--- config.mk ---
export PLATFORM = sky130hd
export DESIGN_NAME = rssap_top
export DESIGN_NICKNAME = d
export VERILOG_FILES = /design/src/logic/rssap_pkg.sv /design/src/logic/rssap_adc_if.sv /design/src/logic/rssap_conv.sv /design/src/logic/rssap_top.sv
export SDC_FILE = /design/constraint.sdc
export NUM_CORES = 1
export LEC_CHECK = 0
export ABC_AREA = 1
export BUFFER_PORTS_ARGS = -buffer_cell sky130_fd_sc_hd__buf_2
export CAP_MARGIN = 20
export CORE_ASPECT_RATIO = 0.75
export CORE_MARGIN = 2
export CORE_UTILIZATION = 40
export CTS_CLUSTER_SIZE = 14
export DETAILED_ROUTE_END_ITERATION = 8
export HOLD_SLACK_MARGIN = 0.03
export PLACE_DENSITY_LB_ADDON = 0.1
export SYNTH_ARGS = -nofsm -noshare
export SYNTH_HDL_FRONTEND = slang
export SYNTH_SLANG_ARGS = --single-unit
--- constraint.sdc ---
create_clock -name ref_clk_in -period 2.8 [get_ports ref_clk_in]
set_input_delay 0.14 -clock ref_clk_in [delete_from_list [all_inputs] [get_ports ref_clk_in]]
set_output_delay 0.14 -clock ref_clk_in [all_outputs]
set_load 0.02 [all_outputs]
--- src/logic/rssap_pkg.sv ---
package rssap_pkg;
    // ==========================================================
    // timing
    localparam int CLK_PERIOD_NS = 10;
    localparam int CONV_TIME_US = 115;
    localparam int CONV_CYCLES = (CONV_TIME_US * 1000) / CLK_PERIOD_NS;
    localparam int INIT_CYCLES = 16;
    localparam int CNT_W = 14;
    // ==========================================================
    // widths and frame counts
    localparam int CODE_W = 11;
    localparam int CMD_W = 8;
    localparam int ANS_W = 16;
    localparam logic [4:0] CMD_LAST_CLK = 5'h07;
    localparam logic [4:0] FRAME_LAST_CLK = 5'h17;
    localparam logic [4:0] ANS_BITS = 5'h10;
    // ==========================================================
    // opcodes
    localparam logic [7:0] OP_STATUS = 8'h88;
    localparam logic [7:0] OP_RESULT = 8'h80;
    localparam logic [3:0] OP_CTRL_HI = 4'h9;
    localparam logic [1:0] OP_CTRL_LO = 2'h0;
    localparam int CMD_CHANNEL_SELECT_BIT = 3;
    localparam int CMD_EN_BIT = 2;
    // ==========================================================
    // answer fields
    localparam int ANS_REFUSE_BIT = 15;
    localparam int ANS_OPC_BIT = 14;
    localparam int ANS_EOC_BIT = 13;
    localparam int ANS_BUSY_BIT = 10;
    localparam int ANS_CHANNEL_SELECT_BIT = 3;
    localparam int ANS_EN_BIT = 2;
    localparam int ANS_CODE_LSB = 1;
    // ==========================================================
    // values after reset
    localparam logic EN_RST = 1'b0;
    localparam logic CHANNEL_SELECT_RST = 1'b0;
    localparam logic EOC_RST = 1'b1;
    localparam logic BUSY_RST = 1'b1;
    localparam logic [10:0] CODE_RST = 11'h000;
    typedef enum logic [1:0] {
        ST_IDLE = 2'b00,
        ST_CMD = 2'b01,
        ST_ANS = 2'b11,
        ST_DONE = 2'b10
    } rssap_state_t;
endpackage

--- src/logic/rssap_adc_if.sv ---
`timescale 1ns/1ps
interface rssap_adc_if;
    logic write;
    logic start;
    logic channel_select_req;
    logic en_req;
    logic enable;
    logic channel;
    logic eoc;
    logic [10:0] code;
    modport ctrl (output write, start, channel_select_req, en_req, input enable, channel, eoc, code);
    modport conv (input write, start, channel_select_req, en_req, output enable, channel, eoc, code);
endinterface

--- src/logic/rssap_conv.sv ---
`timescale 1ns/1ps
module rssap_conv #(
    parameter int CONV_CYCLES = rssap_pkg::CONV_CYCLES
) (
    // clock and reset
    input wire logic clk_in,
    input wire logic rst_n_in,
    input wire logic ce_in,
    // sar core result
    input wire logic [10:0] sar_code_in,
    // control side
    rssap_adc_if.conv adc
);
    localparam logic [rssap_pkg::CNT_W-1:0] CONV_LOAD = rssap_pkg::CNT_W'(CONV_CYCLES - 1);

    logic enable_reg;
    logic channel_reg;
    logic eoc_reg;
    logic [10:0] code_reg;
    logic [rssap_pkg::CNT_W-1:0] cnt_reg;

    // ==========================================================
    // power and channel latch
    always_ff @(posedge clk_in or negedge rst_n_in) begin
        if (!rst_n_in) begin
            enable_reg <= rssap_pkg::EN_RST;
            channel_reg <= rssap_pkg::CHANNEL_SELECT_RST;
        end else if (ce_in && adc.write) begin
            enable_reg <= adc.en_req;
            channel_reg <= adc.channel_select_req;
        end
    end

    // ==========================================================
    // conversion timer
    always_ff @(posedge clk_in or negedge rst_n_in) begin
        if (!rst_n_in) begin
            eoc_reg <= rssap_pkg::EOC_RST;
            cnt_reg <= '0;
            code_reg <= rssap_pkg::CODE_RST;
        end else if (ce_in) begin
            if (adc.start) begin
                eoc_reg <= 1'b0;
                cnt_reg <= CONV_LOAD;
            end else if (!eoc_reg) begin
                if (cnt_reg == '0) begin
                    eoc_reg <= 1'b1;
                    code_reg <= sar_code_in;
                end else begin
                    cnt_reg <= cnt_reg - 1'b1;
                end
            end
        end
    end

    assign adc.enable = enable_reg;
    assign adc.channel = channel_reg;
    assign adc.eoc = eoc_reg;
    assign adc.code = code_reg;

    AST_EOC_FALLS: assert property (@(posedge clk_in) disable iff (!rst_n_in)
        (ce_in && adc.start) |=> !adc.eoc)
        else $error("conversion start did not clear end of conversion");
    AST_EN_ONLY_BY_CTRL: assert property (@(posedge clk_in) disable iff (!rst_n_in)
        (ce_in && !adc.write) |=> ($stable(adc.enable) && $stable(adc.channel)))
        else $error("enable or channel changed without control instruction");
endmodule

--- src/logic/rssap_top.sv ---
`timescale 1ns/1ps
// How it works
// - slave only, clock is input, miso output
// - deselected: ignore mosi, miso released
// - deselect returns interface to idle start
// - eight bit instructions, sixteen bit answers
// - all words shifted most significant first
// - mosi sampled on sclk rising into byte
// - execute after eighth bit, always answer
// - full frame lasts twenty four clocks
// - unknown opcode rejected with refusal answer
// - unknown opcode flag set in refusal
// - partial instruction discarded on deselect
// - deselect truncates answer mid shift
// - eleven bit result, rate or temperature
// - after reset converter asleep, channel zero
// - control instruction powers, selects, starts
// - enable zero sleeps, one allows conversion
// - channel zero rate, one temperature
// - eoc low while running, start refused
// - busy after reset refuses every instruction
// - progress via status or result read
// - refusal: bit15, opc14, eoc13, busy10
// - control opcode 1001, channel_select, enable, 00
// - status answer: eoc13, chan3, enable2
// - result answer: code bits 11..1, eoc13
module rssap_top #(
    parameter int CONV_CYCLES = rssap_pkg::CONV_CYCLES,
    parameter int INIT_CYCLES = rssap_pkg::INIT_CYCLES
) (
    // clock, reset, enable
    input wire logic ref_clk_in,
    input wire logic rstn_in,
    input wire logic clk_en_in,
    // serial pins
    input wire logic sclk_in,
    input wire logic mosi_in,
    input wire logic ss_n_in,
    output logic miso_out,
    output logic miso_oe_out,
    // converter core
    input wire logic [10:0] sar_code_in,
    output logic adc_enable_out,
    output logic adc_channel_out,
    output logic adc_sampling_out,
    output logic init_busy_out
);
    localparam logic [rssap_pkg::CNT_W-1:0] INIT_LOAD = rssap_pkg::CNT_W'(INIT_CYCLES);

    // ==========================================================
    // answer helpers
    function automatic logic [15:0] refusal_word(input logic unknown_opcode_flag, input logic eoc,
                                                 input logic busy);
        logic [15:0] w;
        w = '0;
        w[rssap_pkg::ANS_REFUSE_BIT] = 1'b1;
        w[rssap_pkg::ANS_OPC_BIT] = unknown_opcode_flag;
        w[rssap_pkg::ANS_EOC_BIT] = eoc;
        w[rssap_pkg::ANS_BUSY_BIT] = busy;
        return w;
    endfunction

    function automatic logic is_ctrl(input logic [7:0] op);
        return (op[7:4] == rssap_pkg::OP_CTRL_HI) && (op[1:0] == rssap_pkg::OP_CTRL_LO);
    endfunction

    function automatic logic is_known(input logic [7:0] op);
        return is_ctrl(op) || (op == rssap_pkg::OP_STATUS) || (op == rssap_pkg::OP_RESULT);
    endfunction

    // ==========================================================
    // reset release
    logic rst_meta_reg;
    logic rst_n;
    always_ff @(posedge ref_clk_in or negedge rstn_in) begin
        if (!rstn_in) begin
            rst_meta_reg <= 1'b0;
            rst_n <= 1'b0;
        end else begin
            rst_meta_reg <= 1'b1;
            rst_n <= rst_meta_reg;
        end
    end

    // ==========================================================
    // pin synchronisers
    logic sclk_q1_reg, sclk_q2_reg, sclk_q3_reg;
    logic mosi_q1_reg, mosi_q2_reg;
    logic ss_q1_reg, ss_q2_reg;
    always_ff @(posedge ref_clk_in or negedge rst_n) begin
        if (!rst_n) begin
            sclk_q1_reg <= 1'b0;
            sclk_q2_reg <= 1'b0;
            sclk_q3_reg <= 1'b0;
            mosi_q1_reg <= 1'b0;
            mosi_q2_reg <= 1'b0;
            ss_q1_reg <= 1'b1;
            ss_q2_reg <= 1'b1;
        end else if (clk_en_in) begin
            sclk_q1_reg <= sclk_in;
            sclk_q2_reg <= sclk_q1_reg;
            sclk_q3_reg <= sclk_q2_reg;
            mosi_q1_reg <= mosi_in;
            mosi_q2_reg <= mosi_q1_reg;
            ss_q1_reg <= ss_n_in;
            ss_q2_reg <= ss_q1_reg;
        end
    end

    logic sclk_rise;
    logic sclk_fall;
    logic ss_sel;
    assign sclk_rise = sclk_q2_reg && !sclk_q3_reg;
    assign sclk_fall = !sclk_q2_reg && sclk_q3_reg;
    assign ss_sel = !ss_q2_reg;

    // ==========================================================
    // initialisation busy
    logic busy_reg;
    logic [rssap_pkg::CNT_W-1:0] init_cnt_reg;
    always_ff @(posedge ref_clk_in or negedge rst_n) begin
        if (!rst_n) begin
            busy_reg <= rssap_pkg::BUSY_RST;
            init_cnt_reg <= '0;
        end else if (clk_en_in && busy_reg) begin
            if (init_cnt_reg == INIT_LOAD) begin
                busy_reg <= 1'b0;
            end else begin
                init_cnt_reg <= init_cnt_reg + 1'b1;
            end
        end
    end

    // ==========================================================
    // converter
    rssap_adc_if adc ();

    rssap_conv #(
        .CONV_CYCLES(CONV_CYCLES)
    ) u_conv (
        .clk_in(ref_clk_in),
        .rst_n_in(rst_n),
        .ce_in(clk_en_in),
        .sar_code_in(sar_code_in),
        .adc(adc)
    );

    // ==========================================================
    // frame state
    rssap_pkg::rssap_state_t state_reg;
    logic [4:0] clk_cnt_reg;
    logic [4:0] out_cnt_reg;
    logic [6:0] cmd_sh_reg;
    logic [15:0] ans_sh_reg;
    logic [15:0] ans_next;
    logic [7:0] cmd_next;
    logic exec;
    logic accept_ctrl;

    assign cmd_next = {cmd_sh_reg, mosi_q2_reg};
    assign exec = (state_reg == rssap_pkg::ST_CMD) && ss_sel && sclk_rise
                  && (clk_cnt_reg == rssap_pkg::CMD_LAST_CLK);

    // ==========================================================
    // instruction decode and answer
    always_comb begin
        ans_next = '0;
        accept_ctrl = 1'b0;
        if (busy_reg) begin
            ans_next = refusal_word(1'b0, adc.eoc, busy_reg);
        end else if (!is_known(cmd_next)) begin
            ans_next = refusal_word(1'b1, adc.eoc, busy_reg);
        end else if (cmd_next == rssap_pkg::OP_RESULT) begin
            ans_next[rssap_pkg::ANS_EOC_BIT] = adc.eoc;
            ans_next[rssap_pkg::ANS_CODE_LSB +: rssap_pkg::CODE_W] = adc.code;
        end else if (cmd_next == rssap_pkg::OP_STATUS) begin
            ans_next[rssap_pkg::ANS_EOC_BIT] = adc.eoc;
            ans_next[rssap_pkg::ANS_CHANNEL_SELECT_BIT] = adc.channel;
            ans_next[rssap_pkg::ANS_EN_BIT] = adc.enable;
        end else if (!adc.eoc) begin
            ans_next = refusal_word(1'b0, adc.eoc, busy_reg);
        end else begin
            accept_ctrl = 1'b1;
            ans_next[rssap_pkg::ANS_EOC_BIT] = !cmd_next[rssap_pkg::CMD_EN_BIT];
            ans_next[rssap_pkg::ANS_CHANNEL_SELECT_BIT] = cmd_next[rssap_pkg::CMD_CHANNEL_SELECT_BIT];
            ans_next[rssap_pkg::ANS_EN_BIT] = cmd_next[rssap_pkg::CMD_EN_BIT];
        end
    end

    assign adc.write = exec && accept_ctrl;
    assign adc.start = exec && accept_ctrl && cmd_next[rssap_pkg::CMD_EN_BIT];
    assign adc.channel_select_req = cmd_next[rssap_pkg::CMD_CHANNEL_SELECT_BIT];
    assign adc.en_req = cmd_next[rssap_pkg::CMD_EN_BIT];

    // ==========================================================
    // frame sequencing
    always_ff @(posedge ref_clk_in or negedge rst_n) begin
        if (!rst_n) begin
            state_reg <= rssap_pkg::ST_IDLE;
            clk_cnt_reg <= '0;
        end else if (clk_en_in) begin
            if (!ss_sel) begin
                state_reg <= rssap_pkg::ST_IDLE;
                clk_cnt_reg <= '0;
            end else begin
                case (state_reg)
                    rssap_pkg::ST_IDLE: begin
                        state_reg <= rssap_pkg::ST_CMD;
                    end
                    rssap_pkg::ST_CMD: begin
                        if (sclk_rise) begin
                            clk_cnt_reg <= clk_cnt_reg + 1'b1;
                            if (exec) begin
                                state_reg <= rssap_pkg::ST_ANS;
                            end
                        end
                    end
                    rssap_pkg::ST_ANS: begin
                        if (sclk_rise) begin
                            clk_cnt_reg <= clk_cnt_reg + 1'b1;
                            if (clk_cnt_reg == rssap_pkg::FRAME_LAST_CLK) begin
                                state_reg <= rssap_pkg::ST_DONE;
                            end
                        end
                    end
                    rssap_pkg::ST_DONE: begin
                        state_reg <= rssap_pkg::ST_DONE;
                    end
                    default: begin
                        state_reg <= rssap_pkg::ST_IDLE;
                    end
                endcase
            end
        end
    end

    // ==========================================================
    // instruction shift register
    always_ff @(posedge ref_clk_in or negedge rst_n) begin
        if (!rst_n) begin
            cmd_sh_reg <= '0;
        end else if (clk_en_in) begin
            if (!ss_sel) begin
                cmd_sh_reg <= '0;
            end else if (sclk_rise && state_reg == rssap_pkg::ST_CMD) begin
                cmd_sh_reg <= cmd_next[6:0];
            end
        end
    end

    // ==========================================================
    // answer shifter and output pin
    logic miso_reg;
    logic miso_oe_reg;
    always_ff @(posedge ref_clk_in or negedge rst_n) begin
        if (!rst_n) begin
            ans_sh_reg <= '0;
            out_cnt_reg <= '0;
            miso_reg <= 1'b0;
            miso_oe_reg <= 1'b0;
        end else if (clk_en_in) begin
            miso_oe_reg <= ss_sel;
            if (!ss_sel) begin
                out_cnt_reg <= '0;
                miso_reg <= 1'b0;
            end else if (exec) begin
                ans_sh_reg <= ans_next;
                out_cnt_reg <= '0;
            end else if (state_reg == rssap_pkg::ST_ANS && sclk_fall
                         && out_cnt_reg != rssap_pkg::ANS_BITS) begin
                miso_reg <= ans_sh_reg[15];
                ans_sh_reg <= {ans_sh_reg[14:0], 1'b0};
                out_cnt_reg <= out_cnt_reg + 1'b1;
            end else if (state_reg == rssap_pkg::ST_DONE) begin
                miso_reg <= 1'b0;
            end
        end
    end

    assign miso_out = miso_reg;
    assign miso_oe_out = miso_oe_reg;
    assign adc_enable_out = adc.enable;
    assign adc_channel_out = adc.channel;
    assign adc_sampling_out = !adc.eoc;
    assign init_busy_out = busy_reg;

    // ==========================================================
    // checks
    AST_MISO_HIZ: assert property (@(posedge ref_clk_in) disable iff (!rst_n)
        (clk_en_in && ss_q2_reg) |=> !miso_oe_out)
        else $error("miso driven while deselected");
    AST_SS_RESTART: assert property (@(posedge ref_clk_in) disable iff (!rst_n)
        (clk_en_in && ss_q2_reg) |=> (state_reg == rssap_pkg::ST_IDLE && clk_cnt_reg == 5'h00))
        else $error("deselect did not restart the interface");
    AST_EXEC_ON_EIGHTH: assert property (@(posedge ref_clk_in) disable iff (!rst_n)
        adc.write |-> (clk_cnt_reg == rssap_pkg::CMD_LAST_CLK && sclk_rise && ss_sel))
        else $error("command executed outside the eighth clock");
    AST_BUSY_REFUSE: assert property (@(posedge ref_clk_in) disable iff (!rst_n)
        (clk_en_in && exec && busy_reg) |=> (ans_sh_reg[15] && ans_sh_reg[10]))
        else $error("busy device gave a non refusal answer");
    AST_UNKNOWN: assert property (@(posedge ref_clk_in) disable iff (!rst_n)
        (clk_en_in && exec && !busy_reg && !is_known(cmd_next))
        |-> !adc.write ##1 (ans_sh_reg[15:14] == 2'b11))
        else $error("unknown opcode not refused with flag");
    AST_CTRL_REFUSED: assert property (@(posedge ref_clk_in) disable iff (!rst_n)
        (clk_en_in && exec && !busy_reg && is_ctrl(cmd_next) && !adc.eoc)
        |-> !adc.start ##1 (ans_sh_reg[15] && $stable(adc.enable) && $stable(adc.channel)))
        else $error("control accepted during conversion");
    AST_RESULT: assert property (@(posedge ref_clk_in) disable iff (!rst_n)
        (clk_en_in && exec && !busy_reg && cmd_next == rssap_pkg::OP_RESULT)
        |=> (!ans_sh_reg[15] && ans_sh_reg[11:1] == $past(adc.code)))
        else $error("result answer lacks conversion code");
    AST_MSB_FIRST: assert property (@(posedge ref_clk_in) disable iff (!rst_n)
        (clk_en_in && ss_sel && state_reg == rssap_pkg::ST_ANS && sclk_fall
         && out_cnt_reg == 5'h00) |=> (miso_out == $past(ans_sh_reg[15])))
        else $error("answer msb not driven first after falling edge");
    AST_FRAME_END: assert property (@(posedge ref_clk_in) disable iff (!rst_n)
        (clk_en_in && ss_sel && sclk_rise && state_reg == rssap_pkg::ST_ANS
         && clk_cnt_reg == rssap_pkg::FRAME_LAST_CLK) |=> (state_reg == rssap_pkg::ST_DONE))
        else $error("frame did not end after twenty four clocks");
    AST_CMD_CLEARED: assert property (@(posedge ref_clk_in) disable iff (!rst_n)
        (clk_en_in && ss_q2_reg) |=> (cmd_sh_reg == 7'h00))
        else $error("partial instruction kept after deselect");
    AST_TRUNCATE: assert property (@(posedge ref_clk_in) disable iff (!rst_n)
        (clk_en_in && ss_q2_reg && state_reg == rssap_pkg::ST_ANS)
        |=> (out_cnt_reg == 5'h00 && !miso_out))
        else $error("answer kept shifting after deselect");
    AST_DONE_QUIET: assert property (@(posedge ref_clk_in) disable iff (!rst_n)
        (clk_en_in && ss_sel && state_reg == rssap_pkg::ST_DONE) |=> !miso_out)
        else $error("miso active after the twenty fourth clock");
    AST_ACCEPT_MSB_CLEAR: assert property (@(posedge ref_clk_in) disable iff (!rst_n)
        (clk_en_in && exec && !busy_reg && is_known(cmd_next)
         && !(is_ctrl(cmd_next) && !adc.eoc)) |=> !ans_sh_reg[rssap_pkg::ANS_REFUSE_BIT])
        else $error("accepted instruction answered with refusal bit");
    AST_STATUS_FIELDS: assert property (@(posedge ref_clk_in) disable iff (!rst_n)
        (clk_en_in && exec && !busy_reg && cmd_next == rssap_pkg::OP_STATUS)
        |=> (ans_sh_reg[rssap_pkg::ANS_EOC_BIT] == $past(adc.eoc)
             && ans_sh_reg[rssap_pkg::ANS_CHANNEL_SELECT_BIT] == $past(adc.channel)
             && ans_sh_reg[rssap_pkg::ANS_EN_BIT] == $past(adc.enable)))
        else $error("status answer fields wrong");
    AST_CTRL_APPLY: assert property (@(posedge ref_clk_in) disable iff (!rst_n)
        (clk_en_in && adc.write) |=> (adc.enable == $past(adc.en_req)
                                      && adc.channel == $past(adc.channel_select_req)))
        else $error("control instruction not applied");
endmodule

# [Word level (Yosys, flattened, before mapping)]
# Cells that the tools add are included.
# W data, S select, Z words.
[word_totals] reg_bits=89 out_inout_bits=6 elab_cells=130
[classes] bitwise_logic=4 n_reduce_logical=40 n_eq_ne=17 muxes=42 n_addsub=4
[op_table] op="$mux W16" count=4
[op_table] op="$mux W14" count=3
[op_table] op="$mux W5" count=6
[op_table] op="$mux W2" count=10
[op_table] op="$eq A8 B8 Y1 const B" count=2
[op_table] op="$mux W1" count=15
[op_table] op="$add A14 B1 Y14 const B" count=1
[op_table] op="$eq A14 B5 Y1 const B" count=1
[op_table] op="$logic_not A14 Y1" count=1
[op_table] op="$mux W7" count=2
[op_table] op="$sub A14 B1 Y14 const B" count=1
[op_table] op="$logic_and A1 B1 Y1" count=13
[op_table] op="$ne A3 B3 Y1 const B" count=4
[op_table] op="$reduce_and A3 Y1" count=4
[op_table] op="$mux W11" count=1
[op_table] op="$add A5 B1 Y5 const B" count=2
[op_table] op="$pmux W2 S4" count=1
[op_table] op="$reduce_and A2 Y1" count=4
[op_table] op="$reduce_bool A2 Y1" count=4
[op_table] op="$ne A2 B2 Y1 const B" count=3
[op_table] op="$reduce_bool A3 Y1" count=2
[op_table] op="$eq A5 B3 Y1 const B" count=1
[op_table] op="$eq A5 B5 Y1 const B" count=1
[op_table] op="$logic_not A1 Y1" count=5
[op_table] op="other kinds (10)" count=16

# [Logic depth before layout (Yosys ltp)]
[logic_depth] depth_word=10 depth_mapped=11

# [Modules after synthesis]
# A second synthesis with hierarchy kept.
[unflattened] hier_cells=602 area_unflattened_um2=4735.8
[by_module_without_submodules] module="rssap_top" n_inst=1 area_per_inst_um2=3259.4 seq_area_each_um2=1505.2 cells_each=402
[by_module_without_submodules] module="rssap_conv" n_inst=1 area_per_inst_um2=1476.4 seq_area_each_um2=701.9 cells_each=200

# [Least setup slack after synthesis]
# OpenSTA, ideal clock, no wires.
[synth_path] path_kind="reg-to-reg" start="reg u_conv.cnt_reg[0] (netlist bit)" end="reg u_conv.cnt_reg[6] (netlist bit)" path_stages_with_launch=12 required_time_ns=2.735 t_arrival_ns=1.639 slack_ns=1.096 setup_time_ns=0.065 synth_period_minus_slack_ns=1.704 path_cell_list="dfrtp_1 inv_1 ha_1 nand3_1 nor2_1 nand2_1 nor2_2 nand2_1 nand2_2 buf_6 nand3_2 nand2_1"
[synth_via] elab_chain_len=4
[synth_rtl] element="start: declaration" line="rssap_conv.sv:20" rtl="logic [rssap_pkg::CNT_W-1:0] cnt_reg;"
[synth_rtl] element="start signal: assignment" line="rssap_conv.sv:50" rtl="cnt_reg <= cnt_reg - 1'b1;"
[synth_rtl] element="$sub A14 B1 Y14" line="rssap_conv.sv:50"
[synth_rtl] element="$mux W14" line="rssap_conv.sv:46" rtl="if (cnt_reg == '0) begin"
[synth_rtl] element="$mux W14" line="rssap_conv.sv:45" rtl="end else if (!eoc_reg) begin"
[synth_rtl] element="$mux W14" line="rssap_conv.sv:42" rtl="if (adc.start) begin"
# Parallel ways exist; a longest one is shown, timed or not. The select of a mux whose other input is x is not followed.
# A chain may end at the register's enable or synchronous reset.

# [Worst setup path in the final report]
[layout_path] start="reg u_conv.cnt_reg[0] (netlist bit)" end="reg u_conv.code_reg[8] (netlist: u_conv.adc.code[8])"
[layout_via] elab_chain_len=2
[layout_rtl] element="$logic_not A14 Y1" line="rssap_conv.sv:46"
[layout_rtl] element="$reduce_and A4 Y1 (no line)"
[layout_rtl] element="end signal: assignment" line="rssap_conv.sv:40" rtl="code_reg <= rssap_pkg::CODE_RST;"
[layout_rtl] element="end signal: assignment" line="rssap_conv.sv:48" rtl="code_reg <= sar_code_in;"
[layout_rtl] element="end: declaration" line="rssap_conv.sv:19" rtl="logic [10:0] code_reg;"
# No other way between the ends.

==> flow_summary.json <==
{
  "slew_headroom_pct": 54.4,
  "ys_warn_count": 0,
  "final_layout_size_suffix_gt1_share_pct": 13.4,
  "die-area_um2": 12400,
  "synth_edf_count": 0,
  "via_per_inst": 4.90,
  "total_leakage_power_uw": 0.00263,
  "yosysSeqAreaShare_pct": 48.0,
  "max-cap-violations": 0,
  "grt_pass1_wl_um": 17100,
  "clockBufferDepth": 2,
  "crit_fanout": 22,
  "start_util_pct": 41.5,
  "synth_cells": 567,
  "rsz0062_at_grt": "no",
  "path_clk_slew_ns": 0.06,
  "ant_nets": 0,
  "reg2regPathDepth": 8,
  "avgSynthCellArea_um2": 8.11,
  "fp.dieH_um": 96.8,
  "synth.distinct_cells": 37,
  "grt-ovfl-total": 0,
  "timing.final.crit_share_pct": 79.4,
  "synthFlopType": "dfrtp_1",
  "h-tree-depth": 3,
  "dp.cells": 718,
  "gpl.final_weighted_congestion": 0.803,
  "worstReg2RegStart": "u_conv.cnt_reg[0]$_DFFE_PN0P_",
  "largest_reg_flops": 15,
  "wire_per_inst_um": 13.1,
  "root_buffer": "clkbuf_16",
  "nets": 616,
  "antenna_found_initial": 0,
  "io_buffers": 22,
  "num_antenna_cells": 0,
  "slew_viol_final": 0,
  "vias": 3616,
  "drtPass1Iterations": 4,
  "outcome": "complete, no violations",
  "ys_ff_latch": 88,
  "tns_ns": 0,
  "synth_common_cells": "153 x nand2_1, 84 x dfrtp_1, 59 x inv_1",
  "path_class": "reg2reg",
  "power_uw": 3030,
  "startpoint_type": "flip-flop",
  "ir_drop_uv": 339,
  "wl_um": 9650,
  "hold_class": "in2reg",
  "crit_start": "u_conv.cnt_reg[0]$_DFFE_PN0P_",
  "ios": 23,
  "powerDensity_nw_per_um2": 588,
  "setup-violations-final": 0,
  "tritoncts": "done",
  "grt_pass1_vias": 3529,
  "tightest_slew_ns": 0.682,
  "synth.most_common_cell": "nand2_1",
  "finalHoldViolations": 0,
  "clock_latency_ns": 0.34,
  "grt_usage_pct": 17.1,
  "core_um2": 11100,
  "grt_max_degree": 49,
  "r2r_end": "u_conv.adc.code[8]$_DFFE_PN0P_",
  "drc": 0,
  "endpoint": "u_conv.adc.code[8]$_DFFE_PN0P_",
  "fmax_mhz": 450,
  "drt_iter0_drc": 253,
  "rows": 33,
  "cts_sinks": 88,
  "dpl.hpwl_um": 6840,
  "synth_top_cell_by_area": "dfrtp_1",
  "cp-end-kind": "flip-flop",
  "arrival_ns": 2.47,
  "synthArstFlopShare_pct": 100,
  "postCtsSetupRepairBufs": 0,
  "stdcell_count": 738,
  "synth_area_leaders": "dfrtp_1 46%, nand2_1 12%, inv_1 4.8%, o21ai_0 4.2%, nor2_1 4.0%",
  "synthesis.area_um2": 4600,
  "syn_nets": 590,
  "period_needed_ns": 2.22,
  "skew_ns": 0.00605,
  "die-width_um": 128,
  "area_delta_synth_final_pct": 12.1,
  "synth_top_cell_area_share_pct": 45.7,
  "reg2reg_setup_slack_ns": 0.58,
  "required_ns": 3.05,
  "cts_buffers": 9
}
## layout make-up
| type | instances | area (um2) |
|---|---|---|
| flip-flops and latches | 88 | 2210 |
| inverters | 63 | 236 |
| clock inverters | 5 | 32.5 |
| clock buffers | 11 | 243 |
| well taps | 140 | 175 |
| multi-input cells | 403 | 2070 |
| fillers | 1105 | 5920 |
| repair buffers | 28 | 178 |
## logic make-up after synthesis
kind of cell	share of synthesized area, %
flip-flops	48.0
AND/OR/NAND/NOR	29.8
other	0.0816
XOR/XNOR	4.00
AO/OA/AOI/OAI	9.64
adder cells (fa/ha/maj)	1.63
buffers and inverters	6.83
## repair_timing
item                                   4_1_cts  5_1_grt
resized for setup                            0        0
hold buffers                                 4        0
endpoints found under the hold margin        5        0
## worst min-delay path by stage
stage / end / cells past startpoint / slack (ns) / startpoint
2_1_floorplan: rst_meta_reg$_DFF_PN0_ / 0 / -0.16 / rstn_in
3_3_place_gp: rst_meta_reg$_DFF_PN0_ / 1 / -0.08 / rstn_in
3_5_place_dp: rst_meta_reg$_DFF_PN0_ / 1 / -0.07 / rstn_in
4_1_cts: u_conv.adc.code[3]$_DFFE_PN0P_ / 3 / 0.04 / sar_code_in[3]
5_1_grt: u_conv.adc.code[6]$_DFFE_PN0P_ / 3 / 0.05 / sar_code_in[6]
6_report: u_conv.adc.code[3]$_DFFE_PN0P_ / 3 / 0.04 / sar_code_in[3]
## report_power, final
group | internal [uW] | switching (uW)
clock network | 622 | 491
logic | 149 | 214
registers | 1430 | 118
## metrics by stage
stage | util (%) | hold WS (ns) | area [um2] | worst slack [ns]
after floorplan | - | -0.156 | 4600 | 0.174
after global placement | 43.7 | -0.0752 | 4830 | 0.610
after detailed placement | 43.7 | -0.0735 | 4830 | 0.529
after CTS | 46.5 | 0.0380 | 5150 | 0.501
after global routing | 46.5 | 0.0464 | 5150 | 0.229
final | 46.5 | 0.0359 | 5150 | 0.576
## routing by layer
layer / GRT usage (%) / part of all wire, %
met5: 0 / 0
met3: 4.09 / 3.7
met1: 25.8 / 54
met4: 4.06 / 1.2
met2: 24.7 / 42
## critical path, stage by stage, from the launching register on
cell and delay, ns:
dfrtp_1 0.40, inv_1 0.14, ha_1 0.22, nand3_1 0.15
nor2_1 0.11, nand2_1 0.12, nor2_2 0.14, nand3_1 0.49
o21ai_0 0.36
## layout by cell type (no fill, tap or decap), types with 6 or more instances in the layout
master     synthesis  final
xor2_1            15     15
nand2_1          153    153
a21oi_1           30     30
nor2_2             6      6
dfrtp_1           84     83
nand3_1           31     31
nor2_1            49     49
o21ai_0           39     39
o22ai_1            6      6
ha_1               6      6
clkbuf_16          0      9
nor3_1             6      6
nand3_2           12     12
inv_1             59     59
nand4_1           14     14
xnor2_1            6      6
buf_2              5     22
No activity file was read; power rests on OpenSTA's default activity.
